### src/flash_guard_defines.svh
// register offsets, field positions, reset values and timing counts of the flash guard host
`ifndef FLASH_GUARD_DEFINES_SVH
`define FLASH_GUARD_DEFINES_SVH
`define FG_OFF_CTRL        12'h000
`define FG_OFF_ADDR        12'h004
`define FG_OFF_WDATA       12'h008
`define FG_OFF_CMD         12'h00C
`define FG_OFF_STATUS      12'h010
`define FG_OFF_RDATA       12'h014
`define FG_OFF_PROT        12'h018
`define FG_CTRL_WP_BIT     0
`define FG_CTRL_HV_BIT     1
`define FG_ST_BUSY_BIT     0
`define FG_ST_SEC_BIT      1
`define FG_ST_ERR_BIT      2
`define FG_ST_BLOCK_BIT    3
`define FG_ST_SECLOCK_BIT  4
`define FG_CTRL_RESET      2'h0
`define FG_PROT_RESET      17'h0_0000
`define FG_CLK_PERIOD_PS   4000
`define FG_ACCESS_NS       85
`define FG_WE_PULSE_NS     35
`define FG_RECOVER_NS      20
`define FG_RESET_PULSE_NS  500
`define FG_ACCESS_CYC      ((`FG_ACCESS_NS * 1000 + `FG_CLK_PERIOD_PS - 1) / `FG_CLK_PERIOD_PS)
`define FG_WE_CYC          ((`FG_WE_PULSE_NS * 1000 + `FG_CLK_PERIOD_PS - 1) / `FG_CLK_PERIOD_PS)
`define FG_RECOVER_CYC     ((`FG_RECOVER_NS * 1000 + `FG_CLK_PERIOD_PS - 1) / `FG_CLK_PERIOD_PS)
`define FG_RESET_CYC       ((`FG_RESET_PULSE_NS * 1000 + `FG_CLK_PERIOD_PS - 1) / `FG_CLK_PERIOD_PS)
`define FG_SYNC_CYC        3
`define FG_UNIT_COUNT      17
`define FG_SMALL_BASE      8'hF8
`define FG_OUTER_A         8'hFE
`define FG_OUTER_B         8'hFF
`define FG_SECURE_TOP5     5'h1F
`endif

### src/flash_guard_pkg.sv
// types shared by the flash guard host
package flash_guard_pkg;
	typedef enum logic [2:0] {
		OP_NOP,
		OP_READ,
		OP_WRITE,
		OP_PROTECT,
		OP_UNPROTECT,
		OP_SEC_ENTER,
		OP_SEC_EXIT,
		OP_HW_RESET
	} op_type;

	typedef struct packed {
		logic [19:0] addr;
		logic        chipEnableN;
		logic        outEnableN;
		logic        writeEnableN;
		logic [15:0] dqOut;
		logic        dqOe;
		logic        resetN;
		logic        highVoltageLevel;
		logic        writeGuardAccelPin;
	} flash_pins_type;

	typedef struct packed {
		logic        psel;
		logic        penable;
		logic        pwrite;
		logic [11:0] paddr;
		logic [31:0] pwdata;
	} apb_req_type;

	typedef struct packed {
		logic [31:0] prdata;
		logic        pready;
		logic        pslverr;
	} apb_rsp_type;
endpackage

### src/flash_guard_host.sv
// host controller that drives the protection features of a parallel nor flash over its pins
// Notes on behaviour
// - host protects and unprotects only with the reset pin at high voltage.
// - host refuses to unprotect unless every unit is already protected.
// - unprotect clears all units at once; host re-protects none of them afterwards.
// - the guard pin is always driven to a defined level.
//
// The placing of the registers and the APB register port were left to the implementer.
`timescale 1ns/1ps
`include "flash_guard_defines.svh"
module flash_guard_host #(
	parameter bit          FACTORY_LOCKED = 1'b0,
	parameter int unsigned RESET_CYC      = `FG_RESET_CYC
) (
	input  wire logic                         clk,
	input  wire logic                         rst,
	input  wire flash_guard_pkg::apb_req_type apbReq,
	output      flash_guard_pkg::apb_rsp_type apbRsp,
	input  wire logic [15:0]                  dqIn,
	output      flash_guard_pkg::flash_pins_type pins
);
	localparam int ACCESS_CYC  = `FG_ACCESS_CYC + `FG_SYNC_CYC;
	localparam int WE_CYC      = `FG_WE_CYC;
	localparam int RECOVER_CYC = `FG_RECOVER_CYC;
	localparam int UNITS       = `FG_UNIT_COUNT;

	typedef enum logic [2:0] {IDLE, SETUP, PULSE, RECOVER, RSTPULSE} state_type;

	state_type             state_q;
	flash_guard_pkg::op_type opQ;
	logic [1:0]            ctrl_q;
	logic [19:0]           addr_q;
	logic [15:0]           wdata_q;
	logic [15:0]           rdata_q;
	logic [UNITS-1:0]      prot_q;
	logic                  secMode_q;
	logic                  secLocked_q;
	logic                  err_q;
	logic [15:0]           cnt_q;
	logic [15:0]           dqS1_q;
	logic [15:0]           dqS2_q;
	logic [15:0]           dqS3_q;
	logic                  busy;
	logic                  apbWrite;
	logic                  apbRead;
	logic                  mapped;
	logic                  cmdWrite;
	logic                  cmdOk;
	logic [4:0]            unitIdx;
	logic                  predictBlock;
	logic                  wpHigh;
	logic                  hvOn;
	flash_guard_pkg::op_type cmdOp;

	assign wpHigh   = ctrl_q[`FG_CTRL_WP_BIT];
	assign hvOn     = ctrl_q[`FG_CTRL_HV_BIT];
	assign busy     = (state_q != IDLE);
	assign apbWrite = apbReq.psel && apbReq.penable && apbReq.pwrite;
	assign apbRead  = apbReq.psel && apbReq.penable && !apbReq.pwrite;
	assign cmdOp    = flash_guard_pkg::op_type'(apbReq.pwdata[2:0]);
	assign cmdWrite = apbWrite && (apbReq.paddr == `FG_OFF_CMD);

	// unit index: 0 SA0, 1 SA1-3, 2..7 four-sector blocks, 8 SA28-30, 9..16 small sectors
	function automatic logic [4:0] unitOf(input logic [7:0] a);
		if (a[7:3] == 5'h00) begin
			unitOf = 5'd0;
		end else if (a[7:5] == 3'h0) begin
			unitOf = 5'd1;
		end else if (a[7:3] == 5'h1F) begin
			unitOf = 5'd9 + {2'h0, a[2:0]};
		end else if (a[7:5] == 3'h7) begin
			unitOf = 5'd8;
		end else begin
			unitOf = {2'h0, a[7:5]} + 5'd1;
		end
	endfunction

	assign unitIdx = unitOf(addr_q[19:12]);

	// mirror of what the device will refuse, so software can skip doomed writes
	always_comb begin
		predictBlock = 1'b0;
		if (secMode_q && addr_q[19:15] == `FG_SECURE_TOP5) begin
			predictBlock = FACTORY_LOCKED || secLocked_q;
		end else if (!wpHigh && (addr_q[19:12] == `FG_OUTER_A
				|| addr_q[19:12] == `FG_OUTER_B)) begin
			predictBlock = 1'b1;
		end else begin
			predictBlock = prot_q[unitIdx] && !hvOn;
		end
	end

	// protection ops are refused without high voltage; unprotect needs every unit set first
	always_comb begin
		cmdOk = !busy;
		if (cmdOp == flash_guard_pkg::OP_PROTECT) begin
			cmdOk = !busy && hvOn;
		end else if (cmdOp == flash_guard_pkg::OP_UNPROTECT) begin
			cmdOk = !busy && hvOn && (&prot_q) && !secMode_q;
		end
	end

	always_comb begin
		unique case (apbReq.paddr)
			`FG_OFF_CTRL, `FG_OFF_ADDR, `FG_OFF_WDATA, `FG_OFF_CMD,
			`FG_OFF_STATUS, `FG_OFF_RDATA, `FG_OFF_PROT: mapped = 1'b1;
			default: mapped = 1'b0;
		endcase
	end

	always_comb begin
		apbRsp.pready  = 1'b1;
		apbRsp.pslverr = apbReq.psel && apbReq.penable && !mapped;
		apbRsp.prdata  = 32'h0000_0000;
		if (apbRead) begin
			unique case (apbReq.paddr)
				`FG_OFF_CTRL:   apbRsp.prdata = {30'h0, ctrl_q};
				`FG_OFF_ADDR:   apbRsp.prdata = {12'h000, addr_q};
				`FG_OFF_WDATA:  apbRsp.prdata = {16'h0000, wdata_q};
				`FG_OFF_STATUS: apbRsp.prdata = {27'h0, secLocked_q, predictBlock,
					err_q, secMode_q, busy};
				`FG_OFF_RDATA:  apbRsp.prdata = {16'h0000, rdata_q};
				`FG_OFF_PROT:   apbRsp.prdata = {15'h0000, prot_q};
				default:        apbRsp.prdata = 32'h0000_0000;
			endcase
		end
	end

	always_ff @(posedge clk or posedge rst) begin
		if (rst) begin
			ctrl_q  <= `FG_CTRL_RESET;
			addr_q  <= 20'h0_0000;
			wdata_q <= 16'h0000;
		end else if (apbWrite) begin
			if (apbReq.paddr == `FG_OFF_CTRL) begin
				ctrl_q <= apbReq.pwdata[1:0];
			end
			if (apbReq.paddr == `FG_OFF_ADDR && !busy) begin
				addr_q <= apbReq.pwdata[19:0];
			end
			if (apbReq.paddr == `FG_OFF_WDATA && !busy) begin
				wdata_q <= apbReq.pwdata[15:0];
			end
		end
	end

	// sticky refusal flag; a new refusal in the clearing cycle wins
	always_ff @(posedge clk or posedge rst) begin
		if (rst) begin
			err_q <= 1'b0;
		end else if (cmdWrite && !cmdOk) begin
			err_q <= 1'b1;
		end else if (apbWrite && apbReq.paddr == `FG_OFF_STATUS
				&& apbReq.pwdata[`FG_ST_ERR_BIT]) begin
			err_q <= 1'b0;
		end
	end

	always_ff @(posedge clk or posedge rst) begin
		if (rst) begin
			dqS1_q <= 16'h0000;
			dqS2_q <= 16'h0000;
			dqS3_q <= 16'h0000;
		end else begin
			dqS1_q <= dqIn;
			dqS2_q <= dqS1_q;
			dqS3_q <= dqS2_q;
		end
	end

	always_ff @(posedge clk or posedge rst) begin
		if (rst) begin
			state_q <= IDLE;
			opQ     <= flash_guard_pkg::OP_NOP;
			cnt_q   <= 16'h0000;
			rdata_q <= 16'h0000;
		end else begin
			unique case (state_q)
				IDLE: begin
					if (cmdWrite && cmdOk) begin
						opQ <= cmdOp;
						unique case (cmdOp)
							flash_guard_pkg::OP_READ, flash_guard_pkg::OP_WRITE,
							flash_guard_pkg::OP_PROTECT,
							flash_guard_pkg::OP_UNPROTECT: state_q <= SETUP;
							flash_guard_pkg::OP_HW_RESET: begin
								state_q <= RSTPULSE;
								cnt_q   <= 16'(RESET_CYC - 1);
							end
							default: state_q <= IDLE;
						endcase
					end
				end
				SETUP: begin
					state_q <= PULSE;
					cnt_q   <= (opQ == flash_guard_pkg::OP_READ) ?
						16'(ACCESS_CYC - 1) : 16'(WE_CYC - 1);
				end
				PULSE: begin
					if (cnt_q != 16'h0000) begin
						cnt_q <= cnt_q - 16'h0001;
					end else if (opQ != flash_guard_pkg::OP_READ || dqS2_q == dqS3_q) begin
						if (opQ == flash_guard_pkg::OP_READ) begin
							rdata_q <= dqS3_q;
						end
						state_q <= RECOVER;
						cnt_q   <= 16'(RECOVER_CYC - 1);
					end
				end
				RECOVER, RSTPULSE: begin
					if (cnt_q != 16'h0000) begin
						cnt_q <= cnt_q - 16'h0001;
					end else begin
						state_q <= IDLE;
					end
				end
				default: state_q <= IDLE;
			endcase
		end
	end

	// shadow of the nonvolatile protection bits, updated when the cycle completes
	always_ff @(posedge clk or posedge rst) begin
		if (rst) begin
			prot_q <= `FG_PROT_RESET;
		end else if (state_q == RECOVER && cnt_q == 16'h0000) begin
			if (opQ == flash_guard_pkg::OP_PROTECT && !secMode_q) begin
				prot_q[unitIdx] <= 1'b1;
			end else if (opQ == flash_guard_pkg::OP_UNPROTECT) begin
				prot_q <= '0;
			end
		end
	end

	// the secured lock survives hardware reset but rst reloads it from FACTORY_LOCKED; mapping ends on exit or hardware reset
	always_ff @(posedge clk or posedge rst) begin
		if (rst) begin
			secMode_q   <= 1'b0;
			secLocked_q <= FACTORY_LOCKED;
		end else begin
			if (state_q == RECOVER && cnt_q == 16'h0000
					&& opQ == flash_guard_pkg::OP_PROTECT && secMode_q) begin
				secLocked_q <= 1'b1;
			end
			if (cmdWrite && cmdOk && cmdOp == flash_guard_pkg::OP_SEC_ENTER) begin
				secMode_q <= 1'b1;
			end else if ((cmdWrite && cmdOk && cmdOp == flash_guard_pkg::OP_SEC_EXIT)
					|| state_q == RSTPULSE) begin
				secMode_q <= 1'b0;
			end
		end
	end

	always_ff @(posedge clk or posedge rst) begin
		if (rst) begin
			pins <= '{addr: 20'h0_0000, chipEnableN: 1'b1, outEnableN: 1'b1,
				writeEnableN: 1'b1, dqOut: 16'h0000, dqOe: 1'b0, resetN: 1'b1,
				highVoltageLevel: 1'b0, writeGuardAccelPin: 1'b0};
		end else begin
			pins.writeGuardAccelPin <= wpHigh;
			pins.highVoltageLevel   <= hvOn && state_q != RSTPULSE;
			pins.resetN             <= !(state_q == IDLE && cmdWrite && cmdOk
				&& cmdOp == flash_guard_pkg::OP_HW_RESET) && !(state_q == RSTPULSE
				&& cnt_q != 16'h0000);
			pins.addr               <= addr_q;
			pins.dqOut              <= wdata_q;
			pins.chipEnableN        <= !(state_q == SETUP || state_q == PULSE);
			pins.dqOe               <= opQ != flash_guard_pkg::OP_READ
				&& (state_q == SETUP || state_q == PULSE);
			pins.outEnableN         <= !(state_q == PULSE && opQ == flash_guard_pkg::OP_READ);
			// no accelerate level is ever applied, so the secured region never sees it
			pins.writeEnableN       <= !(state_q == PULSE && opQ != flash_guard_pkg::OP_READ
				&& cnt_q != 16'h0000);
		end
	end

	AST_UNPROTECT_ONLY_ALL_SET: assert property (@(posedge clk) disable iff (rst)
		(state_q == IDLE && $past(state_q) == IDLE && busy == 1'b0 ##1
			state_q == SETUP && opQ == flash_guard_pkg::OP_UNPROTECT) |-> &$past(prot_q))
		else $error("unprotect started with a unit still unprotected");
	AST_HV_DURING_PROTECT: assert property (@(posedge clk) disable iff (rst)
		(state_q == PULSE && (opQ == flash_guard_pkg::OP_PROTECT
			|| opQ == flash_guard_pkg::OP_UNPROTECT)) |-> ##1 pins.highVoltageLevel)
		else $error("protection cycle without high voltage on reset");
	AST_UNPROTECT_CLEARS_ALL: assert property (@(posedge clk) disable iff (rst)
		(state_q == RECOVER && cnt_q == 16'h0000 && opQ == flash_guard_pkg::OP_UNPROTECT)
			|=> prot_q == '0)
		else $error("unprotect left units set");
	AST_GUARD_PIN_FOLLOWS: assert property (@(posedge clk) disable iff (rst)
		$changed(wpHigh) |=> pins.writeGuardAccelPin == $past(wpHigh))
		else $error("guard pin did not follow control");
	AST_OUTER_BOOT_BLOCKED: assert property (@(posedge clk) disable iff (rst)
		(!wpHigh && !secMode_q && addr_q[19:13] == 7'h7F) |-> predictBlock)
		else $error("outer boot sector not blocked with guard low");
	AST_WRITE_PULSE_WIDTH: assert property (@(posedge clk) disable iff (rst)
		$fell(pins.writeEnableN) |-> (!pins.writeEnableN)[*8])
		else $error("write pulse too short");
	AST_RESET_ENDS_SECURED: assert property (@(posedge clk) disable iff (rst)
		$fell(pins.resetN) |-> ##[1:2] !secMode_q)
		else $error("secured mapping survived hardware reset");
	AST_REFUSAL_FLAGGED: assert property (@(posedge clk) disable iff (rst)
		(cmdWrite && !cmdOk) |=> err_q && ($past(busy) || state_q == IDLE))
		else $error("refused command not flagged");
	AST_STROBES_EXCLUSIVE: assert property (@(posedge clk) disable iff (rst)
		!(!pins.outEnableN && !pins.writeEnableN))
		else $error("read and write strobes low together");
	AST_HV_RESTORES_BLOCK: assert property (@(posedge clk) disable iff (rst)
		($fell(hvOn) && prot_q[unitIdx] && !secMode_q) |-> predictBlock)
		else $error("protected unit not blocked after high voltage removed");
endmodule

### config.mk
export PLATFORM = sky130hd
export DESIGN_NAME = flash_guard_host
export DESIGN_NICKNAME = d
export VERILOG_FILES = /design/src/flash_guard_pkg.sv /design/src/flash_guard_host.sv
export VERILOG_INCLUDE_DIRS = /design/src
export SDC_FILE = /design/constraint.sdc
export NUM_CORES = 1
export LEC_CHECK = 0
export BUFFER_PORTS_ARGS = -buffer_cell sky130_fd_sc_hd__buf_4
export CAP_MARGIN = 15
export CORE_MARGIN = 2
export CORE_UTILIZATION = 30
export CTS_CLUSTER_SIZE = 16
export DETAILED_ROUTE_END_ITERATION = 8
export PLACE_DENSITY_LB_ADDON = 0.05
export SLEW_MARGIN = 0
export SYNTH_ARGS = -nofsm -noshare
export SYNTH_HDL_FRONTEND = slang
export SYNTH_SLANG_ARGS = --single-unit
### constraint.sdc
create_clock -name clk -period 14.3 [get_ports clk]
set_input_delay 2.86 -clock clk [delete_from_list [all_inputs] [get_ports clk]]
set_output_delay 2.86 -clock clk [all_outputs]
set_load 0.02 [all_outputs]
==> reports/qor.yml, run 1 <==
critical_path:
  worst_setup_path_end_kind: "output port"
  cp_max_fo: 19
  cell_chain_critical_path: "buf_4, nor4_2, nand3_2, nor2_1, and3_1, nand2_1, a21boi_0, buf_4"
  worstPathArrival_ps: 5220
  worst_path_max_delay_cell: "sky130_fd_sc_hd__and3_1"
  crit_path_start_kind: "primary input"
  critical_path_rt_ps: 11440
  critical-path-top-cell-by-count: "sky130_fd_sc_hd__buf_4"
  slowest_delay_ps: 860
  crit_type: "in2out"
flow_run:
  timing.max_cap.violations: 0
power_and_ir_drop:
  swShare: 0.2982
  power_leakage_nw: 4.515
  total_power_mw: 1.238
  seqPwrFrac: 0.487
  powerDensity_nw_per_um2: 126.6
  power_frac_clock: 0.409
  internal_power_uw: 868.7
  power.ir.vdd_worst_v: 0.00007158
  combinationalPowerShare: 0.105
  p_switching_uw: 369.0
clock_network:
  clk_latency_ps: 450
  tritoncts: "built"
  cts.sinks: 187
  postCtsSetupBuffers: 0
  ctsLongestPathBuffers: 2
  clock_tree.root_cell: "sky130_fd_sc_hd__clkbuf_16"
  cts-hold-fix-buffers: 0
  cts_made_buffers: 17
  clkTransAtPathRegs_ps: 80
  cts-htree-levels: 4
  post_cts.resized_instances: 0
floorplan:
  number_of_top_level_design_ports: 142
  core-area_sq_um: 26060
  fp.dieW_microns: 167.0
  starting_utilization_of_the_core_area: 0.3057
  number_of_rows_created_at_floorplan: 59
  die_y_microns: 167.0
  floorplan.die_area_sq_um: 27870
sta:
  fin_worst_hold_slack_ps: 353.0
  setup-tns-final_ps: 0
  setup_repair_after_global_routing_missed_its_margin: "false"
  period_minus_slack_ps: 8077
  setup_viol_count_final: 0
  tightest_slew_ps: 1003
  setup_slack_ps: 6223
  count_of_final_max_slew_check_failures: 0
  worst_clk_skew_ps: 12.06
  timing.max_slew.rel_slack: 0.3315
  finalHoldViolCount: 0
  final.period_utilization: 0.5649
  achievable-frequency_mhz: 123.8
synth:
  synth_largest_type_area_fraction: 0.5748
  syn-instance-count: 656
  synth_cell_area_sq_um: 7966
  post_synth_main_area_contributors: "sky130_fd_sc_hd__dfrtp_1 (57%), sky130_fd_sc_hd__mux2_2 (6.9%), sky130_fd_sc_hd__a21oi_1 (2.4%)"
  synthesis.area_per_instance_sq_um: 12.14
  postSynth.topFlopCell: "sky130_fd_sc_hd__dfrtp_1"
  synth_edf_count: 0
  synth_seq_area_share: 0.5880
  ys_ff_latch: 187
  post-synth-top-area-cell: "sky130_fd_sc_hd__dfrtp_1"
  yosys_warning_count: 0
  synth.lib_cells_used.distinct: 81
  asyncSetResetFlopFracSynth: 1.000
status:
  status: "complete, no violations"
place:
  dpl_cell_area_sq_um: 9130
  dp_hpwl_mm: 15.32
  gp_congestion: 0.8676
  place.port_buffers: 116
  place.detailed.instances: 1086
  placement.setup.worst_slack_ps: 6172
route:
  drt_pre_antenna_iters: 5
  routed_length_on_met3_microns: 886
  routed_via_density: 4.931
  drt_drc_violations_left: 0
  routed_wirelength_mm: 21.14
  wl_per_cell_microns: 18.89
  dr.max_layer_used: "met4"
  drtIter0Drc: 350
  route.antenna.remaining_nets: 0
  via_count: 5518
  detailroute.wirelength.met2_mm: 10.03
  wirelength_met1_mm: 9.937
grt:
  grt_start_max_net_pins: 113
  grt_usage: 0.1555
  grt_overflow_total: 0
  vias_in_the_first_global_route: 5600
  grt_antenna_before_repair: 0
  grt_first_pass_wirelength_mm: 33.15
finish:
  count_of_non_filler_cells_in_the_finished_layout: 1119
  num-nets-final: 842
  layout-drive-gt1-share: 0.3001
  fin_area_sq_um: 9779
  area_growth_syn_to_layout_pct: 22.76
  finalCoreUtilization: 0.3753
hold_path:
  min_path_type: "reg2reg"
-- placed cells by master (no fill, tap or decap), drive strengths merged, types with 6 or more instances in the layout --
master / instances
a21oi: 38
a222oi: 13
a22o: 11
and3: 9
buf: 120
clkbuf: 17
conb: 13
dfrtp: 183
ha: 7
inv: 24
mux2: 59
nand2: 47
nand2b: 7
nand3: 9
nand4: 11
nor2: 48
nor3: 16
nor4: 8
o21ai: 26
o31ai: 6
or3: 6
or4: 6
xnor2: 16
-- cell type report --
class | count | area [sq um]
antenna | 1 | 2.502
clock buffer | 17 | 425.4
clock inverter | 15 | 221.5
fill | 2547 | 16280
inverter | 14 | 60.06
multi-input combinational | 430 | 3065
sequential | 187 | 4684
tap | 335 | 419.2
timing repair buffer | 120 | 900.9
-- Yosys cell counts, types with 6 or more instances --
| cell type | count |
|---|---|
| sky130_fd_sc_hd__a21oi_1 | 38 |
| sky130_fd_sc_hd__a222oi_1 | 13 |
| sky130_fd_sc_hd__a22o_1 | 11 |
| sky130_fd_sc_hd__and3_1 | 9 |
| sky130_fd_sc_hd__buf_4 | 16 |
| sky130_fd_sc_hd__clkbuf_1 | 15 |
| sky130_fd_sc_hd__dfrtp_1 | 183 |
| sky130_fd_sc_hd__ha_1 | 7 |
| sky130_fd_sc_hd__inv_1 | 14 |
| sky130_fd_sc_hd__mux2_1 | 9 |
| sky130_fd_sc_hd__mux2_2 | 49 |
| sky130_fd_sc_hd__nand2_1 | 45 |
| sky130_fd_sc_hd__nand2b_1 | 7 |
| sky130_fd_sc_hd__nand3_1 | 8 |
| sky130_fd_sc_hd__nand4_1 | 11 |
| sky130_fd_sc_hd__nor2_1 | 42 |
| sky130_fd_sc_hd__nor3_1 | 15 |
| sky130_fd_sc_hd__o21ai_0 | 13 |
| sky130_fd_sc_hd__o21ai_1 | 13 |
| sky130_fd_sc_hd__o31ai_1 | 6 |
| sky130_fd_sc_hd__or3_1 | 6 |
| sky130_fd_sc_hd__xnor2_1 | 16 |
-- power groups by stage --
stage / registers, mW / clock network, mW / logic [mW]
final: 0.602 / 0.506 / 0.130
after floorplan: 0.606 / 0 / 0.0928
after CTS: 0.603 / 0.525 / 0.132
after detailed placement: 0.612 / 0 / 0.131
after global placement: 0.611 / 0 / 0.129
after global routing: 0.608 / 0.544 / 0.144
-- cells by family after synthesis --
logic type,share of synthesized area
buffers and inverters,0.03235
adders and majority gates,0.01099
muxes,0.09298
DFF,0.5880
other,0.0009427
and+or+nand+nor,0.1305
AOI/OAI and AO/OA,0.1233
xor gates and xnor gates,0.02089
-- flip-flops by register name (all words and copies together) (netlist names), 2 cells and up --
| name | cells |
|---|---|
| pins | 43 |
| addr_q | 20 |
| prot_q | 17 |
| cnt_q | 16 |
| dqS1_q | 16 |
| dqS2_q | 16 |
| dqS3_q | 16 |
| rdata_q | 16 |
| wdata_q | 16 |
| opQ | 3 |
| state_q | 3 |
| ctrl_q | 2 |
-- worst paths after layout --
path	slack [ps]	cells after the start	end	from
worst max-delay path	6220	8	apbRsp[2]	apbReq[39]
worst min-delay path	350	0	dqS2_q[15]$_DFF_PP0_	dqS1_q[15]$_DFF_PP0_
worst max register to register	11040	7	rdata_q[15]$_DFFE_PP0P_	cnt_q[0]$_DFFE_PP0P_
worst min register to register	350	0	dqS2_q[15]$_DFF_PP0_	dqS1_q[15]$_DFF_PP0_
max in group asynchronous	10200	3	prot_q[4]$_DFFE_PP0P_	rst
min in group asynchronous	2510	2	rdata_q[2]$_DFFE_PP0P_	rst
-- worst max-delay path: cells and delay by family --
family,cells,cell delay (ps)
buffers and inverters,2,320
and+or+nand+nor,5,1730
AOI/OAI and AO/OA,1,300
-- layer usage --
metal  up-vias  global-route usage
met1      2760              0.2176
li1       2603                   -
met3        15             0.02947
met5         -                   0
met2       140              0.2460
met4         0             0.04535
Note: power is estimated with default switching activity, not from simulation.
==> run 2, diff against run 1 <==
- ABC_AREA: not set -> 1
- clock period: 14.3 -> 7.2 ns (I/O delays scaled with it)
==> run 2 against run 1 <==
Clock skew is 5.5 ps higher. Synthesized cell count grew 36%. Clock power grew 96%. Routed wire length decreased by 0.84%.
==> reports/qor.yml, run 2 <==
clock_network:
  cts_made_buffers: 17
  ctsLongestPathBuffers: 2
  clock_tree.root_cell: "sky130_fd_sc_hd__clkbuf_16"
  cts-htree-levels: 4
  cts-hold-fix-buffers: 0
  postCtsSetupBuffers: 0
  cts.sinks: 187
  clk_latency_ps: 440
  tritoncts: "built"
  post_cts.resized_instances: 0
  clkTransAtPathRegs_ps: 80
sta:
  timing.max_slew.rel_slack: 0.2383
  fin_worst_hold_slack_ps: 352.1
  achievable-frequency_mhz: 183.7
  tightest_slew_ps: 1140
  setup_repair_after_global_routing_missed_its_margin: "false"
  setup_viol_count_final: 0
  count_of_final_max_slew_check_failures: 0
  setup-tns-final_ps: 0
  worst_clk_skew_ps: 17.55
  finalHoldViolCount: 0
  final.period_utilization: 0.7559
  period_minus_slack_ps: 5442
synth:
  synth-xor-area-share: 0.02434
  asyncSetResetFlopFracSynth: 1.000
  post_synth_main_area_contributors: "sky130_fd_sc_hd__dfrtp_1 (55%), sky130_fd_sc_hd__nand2_1 (8.6%), sky130_fd_sc_hd__inv_1 (5.7%)"
  syn-instance-count: 893
  ys_ff_latch: 187
  synth.lib_cells_used.distinct: 43
  yosys_warning_count: 0
  simple_logic_cell_fraction_of_the_synthesized_area: 0.1866
  synth.mux.area_fraction: 0.03145
  synth_edf_count: 0
  postSynth.topFlopCell: "sky130_fd_sc_hd__dfrtp_1"
  synth-compound-area-share: 0.1002
  synthesis.area_per_instance_sq_um: 9.267
  ys_top_cells_by_count: "sky130_fd_sc_hd__nand2_1 (189), sky130_fd_sc_hd__dfrtp_1 (183), sky130_fd_sc_hd__inv_1 (125)"
  synth_most_common_cell: "sky130_fd_sc_hd__nand2_1"
  post_synth_fa_ha_maj_area_fraction: 0.01058
  synth_cell_area_sq_um: 8275
  synth_seq_area_share: 0.5661
  post-synth-top-area-cell: "sky130_fd_sc_hd__dfrtp_1"
  synth_top_family_by_area: "simple AND/OR/NAND/NOR gates"
  synth_largest_type_area_fraction: 0.5534
power_and_ir_drop:
  p_switching_uw: 541.0
  total_power_mw: 2.139
  seqPwrFrac: 0.500
  power_leakage_nw: 5.091
  combinationalPowerShare: 0.037
  power.ir.vdd_worst_v: 0.00009296
  internal_power_mw: 1.598
  powerDensity_nw_per_um2: 211.7
  power_frac_clock: 0.463
  swShare: 0.2529
grt:
  grt_start_max_net_pins: 136
  grt_overflow_total: 0
  grt_first_pass_wirelength_mm: 33.95
  vias_in_the_first_global_route: 6106
  grt_usage: 0.1521
  grt_antenna_before_repair: 0
finish:
  most_common_cell_after_layout_fill_and_taps_aside: "sky130_fd_sc_hd__nand2_1"
  reg.largest.list: "pins x43, addr_q x20, prot_q x17"
  layout_common_cells: "sky130_fd_sc_hd__nand2_1 (189), sky130_fd_sc_hd__dfrtp_1 (183), sky130_fd_sc_hd__inv_1 (124)"
  area_growth_syn_to_layout_pct: 22.13
  diodes: 0
  num-nets-final: 1087
  regMostFlops: "pins"
  largest_reg_flops: 43
  count_of_non_filler_cells_in_the_finished_layout: 1369
  layout-drive-gt1-share: 0.1926
critical_path:
  worstReg2RegEnd: "cnt_q[12]$_DFFE_PP0P_"
  worstPathArrival_ps: 4000
  worstSetupStartpoint: "apbReq[37]"
  crit_type: "in2out"
  crit_path_start_kind: "primary input"
  worst_r2r_path_depth: 9
  reg2reg_setup_slack_ps: 4210
  critical_path_rt_ps: 5760
  cp_max_fo: 19
  worst_setup_path_end_kind: "output port"
  rr_startpoint: "dqS3_q[14]$_DFF_PP0_"
place:
  place.detailed.instances: 1337
  place.port_buffers: 116
  gp_congestion: 0.8274
  dp_hpwl_mm: 15.11
floorplan:
  core-area_sq_um: 27030
  floorplan.die_area_sq_um: 28930
  die_y_microns: 170.1
  number_of_top_level_design_ports: 142
  fp.dieW_microns: 170.1
  number_of_rows_created_at_floorplan: 60
  starting_utilization_of_the_core_area: 0.3062
hold_path:
  holdCritStartpoint: "dqS1_q[9]$_DFF_PP0_"
  min_path_cells: 0
  min_path_type: "reg2reg"
  whs_endpoint: "dqS2_q[9]$_DFF_PP0_"
route:
  via_count: 6149
  wl_per_cell_microns: 15.31
  drt_drc_violations_left: 0
  routed_wirelength_mm: 20.96
  route.antenna.remaining_nets: 0
  drt_pre_antenna_iters: 4
  routed_via_density: 4.492
  drtIter0Drc: 444
status:
  status: "complete, no violations"
flow_run:
  timing.max_cap.violations: 0
-- run 2: layout make-up --
cell class	instances	area, sq um
tap	341	426.7
multi-input combinational	561	2978
sequential	187	4684
inverter	128	488.0
fill	2766	16920
clock inverter	15	203.9
clock buffer	17	425.4
timing repair buffer	120	900.9
-- run 2: metrics by stage --
stage          setup slack (ps)  cell area, sq um  utilization
6_report                   1758             10110       0.3740
5_1_grt                    1534             10110       0.3740
4_1_cts                    1700             10110       0.3740
3_5_place_dp               1727              9478       0.3507
3_3_place_gp               1724              9478       0.3507
2_1_floorplan             681.2              8317            -
-- run 2: kinds of logic after synthesis --
logic type / after synthesis
adders and majority gates: 7
and+or+nand+nor: 347
muxes: 22
other: 2
buffers and inverters: 156
xor gates and xnor gates: 23
DFF: 187
AOI/OAI and AO/OA: 149
-- run 2: layer usage --
metal | vias up | wire length, microns | track usage
met2 | 134 | 9382 | 0.2298
met4 | 0 | 252 | 0.04496
met3 | 18 | 730 | 0.02465
met1 | 2905 | 10600 | 0.2239
li1 | 3092 | - | -
met5 | - | 0 | 0
-- run 2: power groups by stage --
| stage | sequential [mW] | clock (mW) | combinational, mW |
|---|---|---|---|
| floorplan | 1.09 | 0 | 0.0479 |
| global placement | 1.09 | 0 | 0.0817 |
| detailed placement | 1.09 | 0 | 0.0815 |
| CTS | 1.07 | 1.02 | 0.0817 |
| global route | 1.07 | 1.06 | 0.0900 |
| finish | 1.07 | 0.991 | 0.0783 |
-- run 2: worst max path at each step --
| stage | to | cells after the start |
|---|---|---|
| 3_3_place_gp | apbRsp[13] | 11 |
| 5_1_grt | apbRsp[12] | 11 |
| 3_5_place_dp | apbRsp[12] | 11 |
| 6_report | apbRsp[12] | 11 |
| 4_1_cts | apbRsp[12] | 11 |
| 2_1_floorplan | addr_q[0]$_DFFE_PP0P_ | 1 |
-- run 2: worst max-delay path, cell delays in order --
cell and delay (ps):
sky130_fd_sc_hd__buf_4 110, sky130_fd_sc_hd__nor3_1 250, sky130_fd_sc_hd__nand2_1 150, sky130_fd_sc_hd__nor2_1 180, sky130_fd_sc_hd__nand2_1 180, sky130_fd_sc_hd__inv_2 340, sky130_fd_sc_hd__nor2_1 100, sky130_fd_sc_hd__nand4_1 140
sky130_fd_sc_hd__nand2_1 410, sky130_fd_sc_hd__a41oi_1 470, sky130_fd_sc_hd__buf_4 210
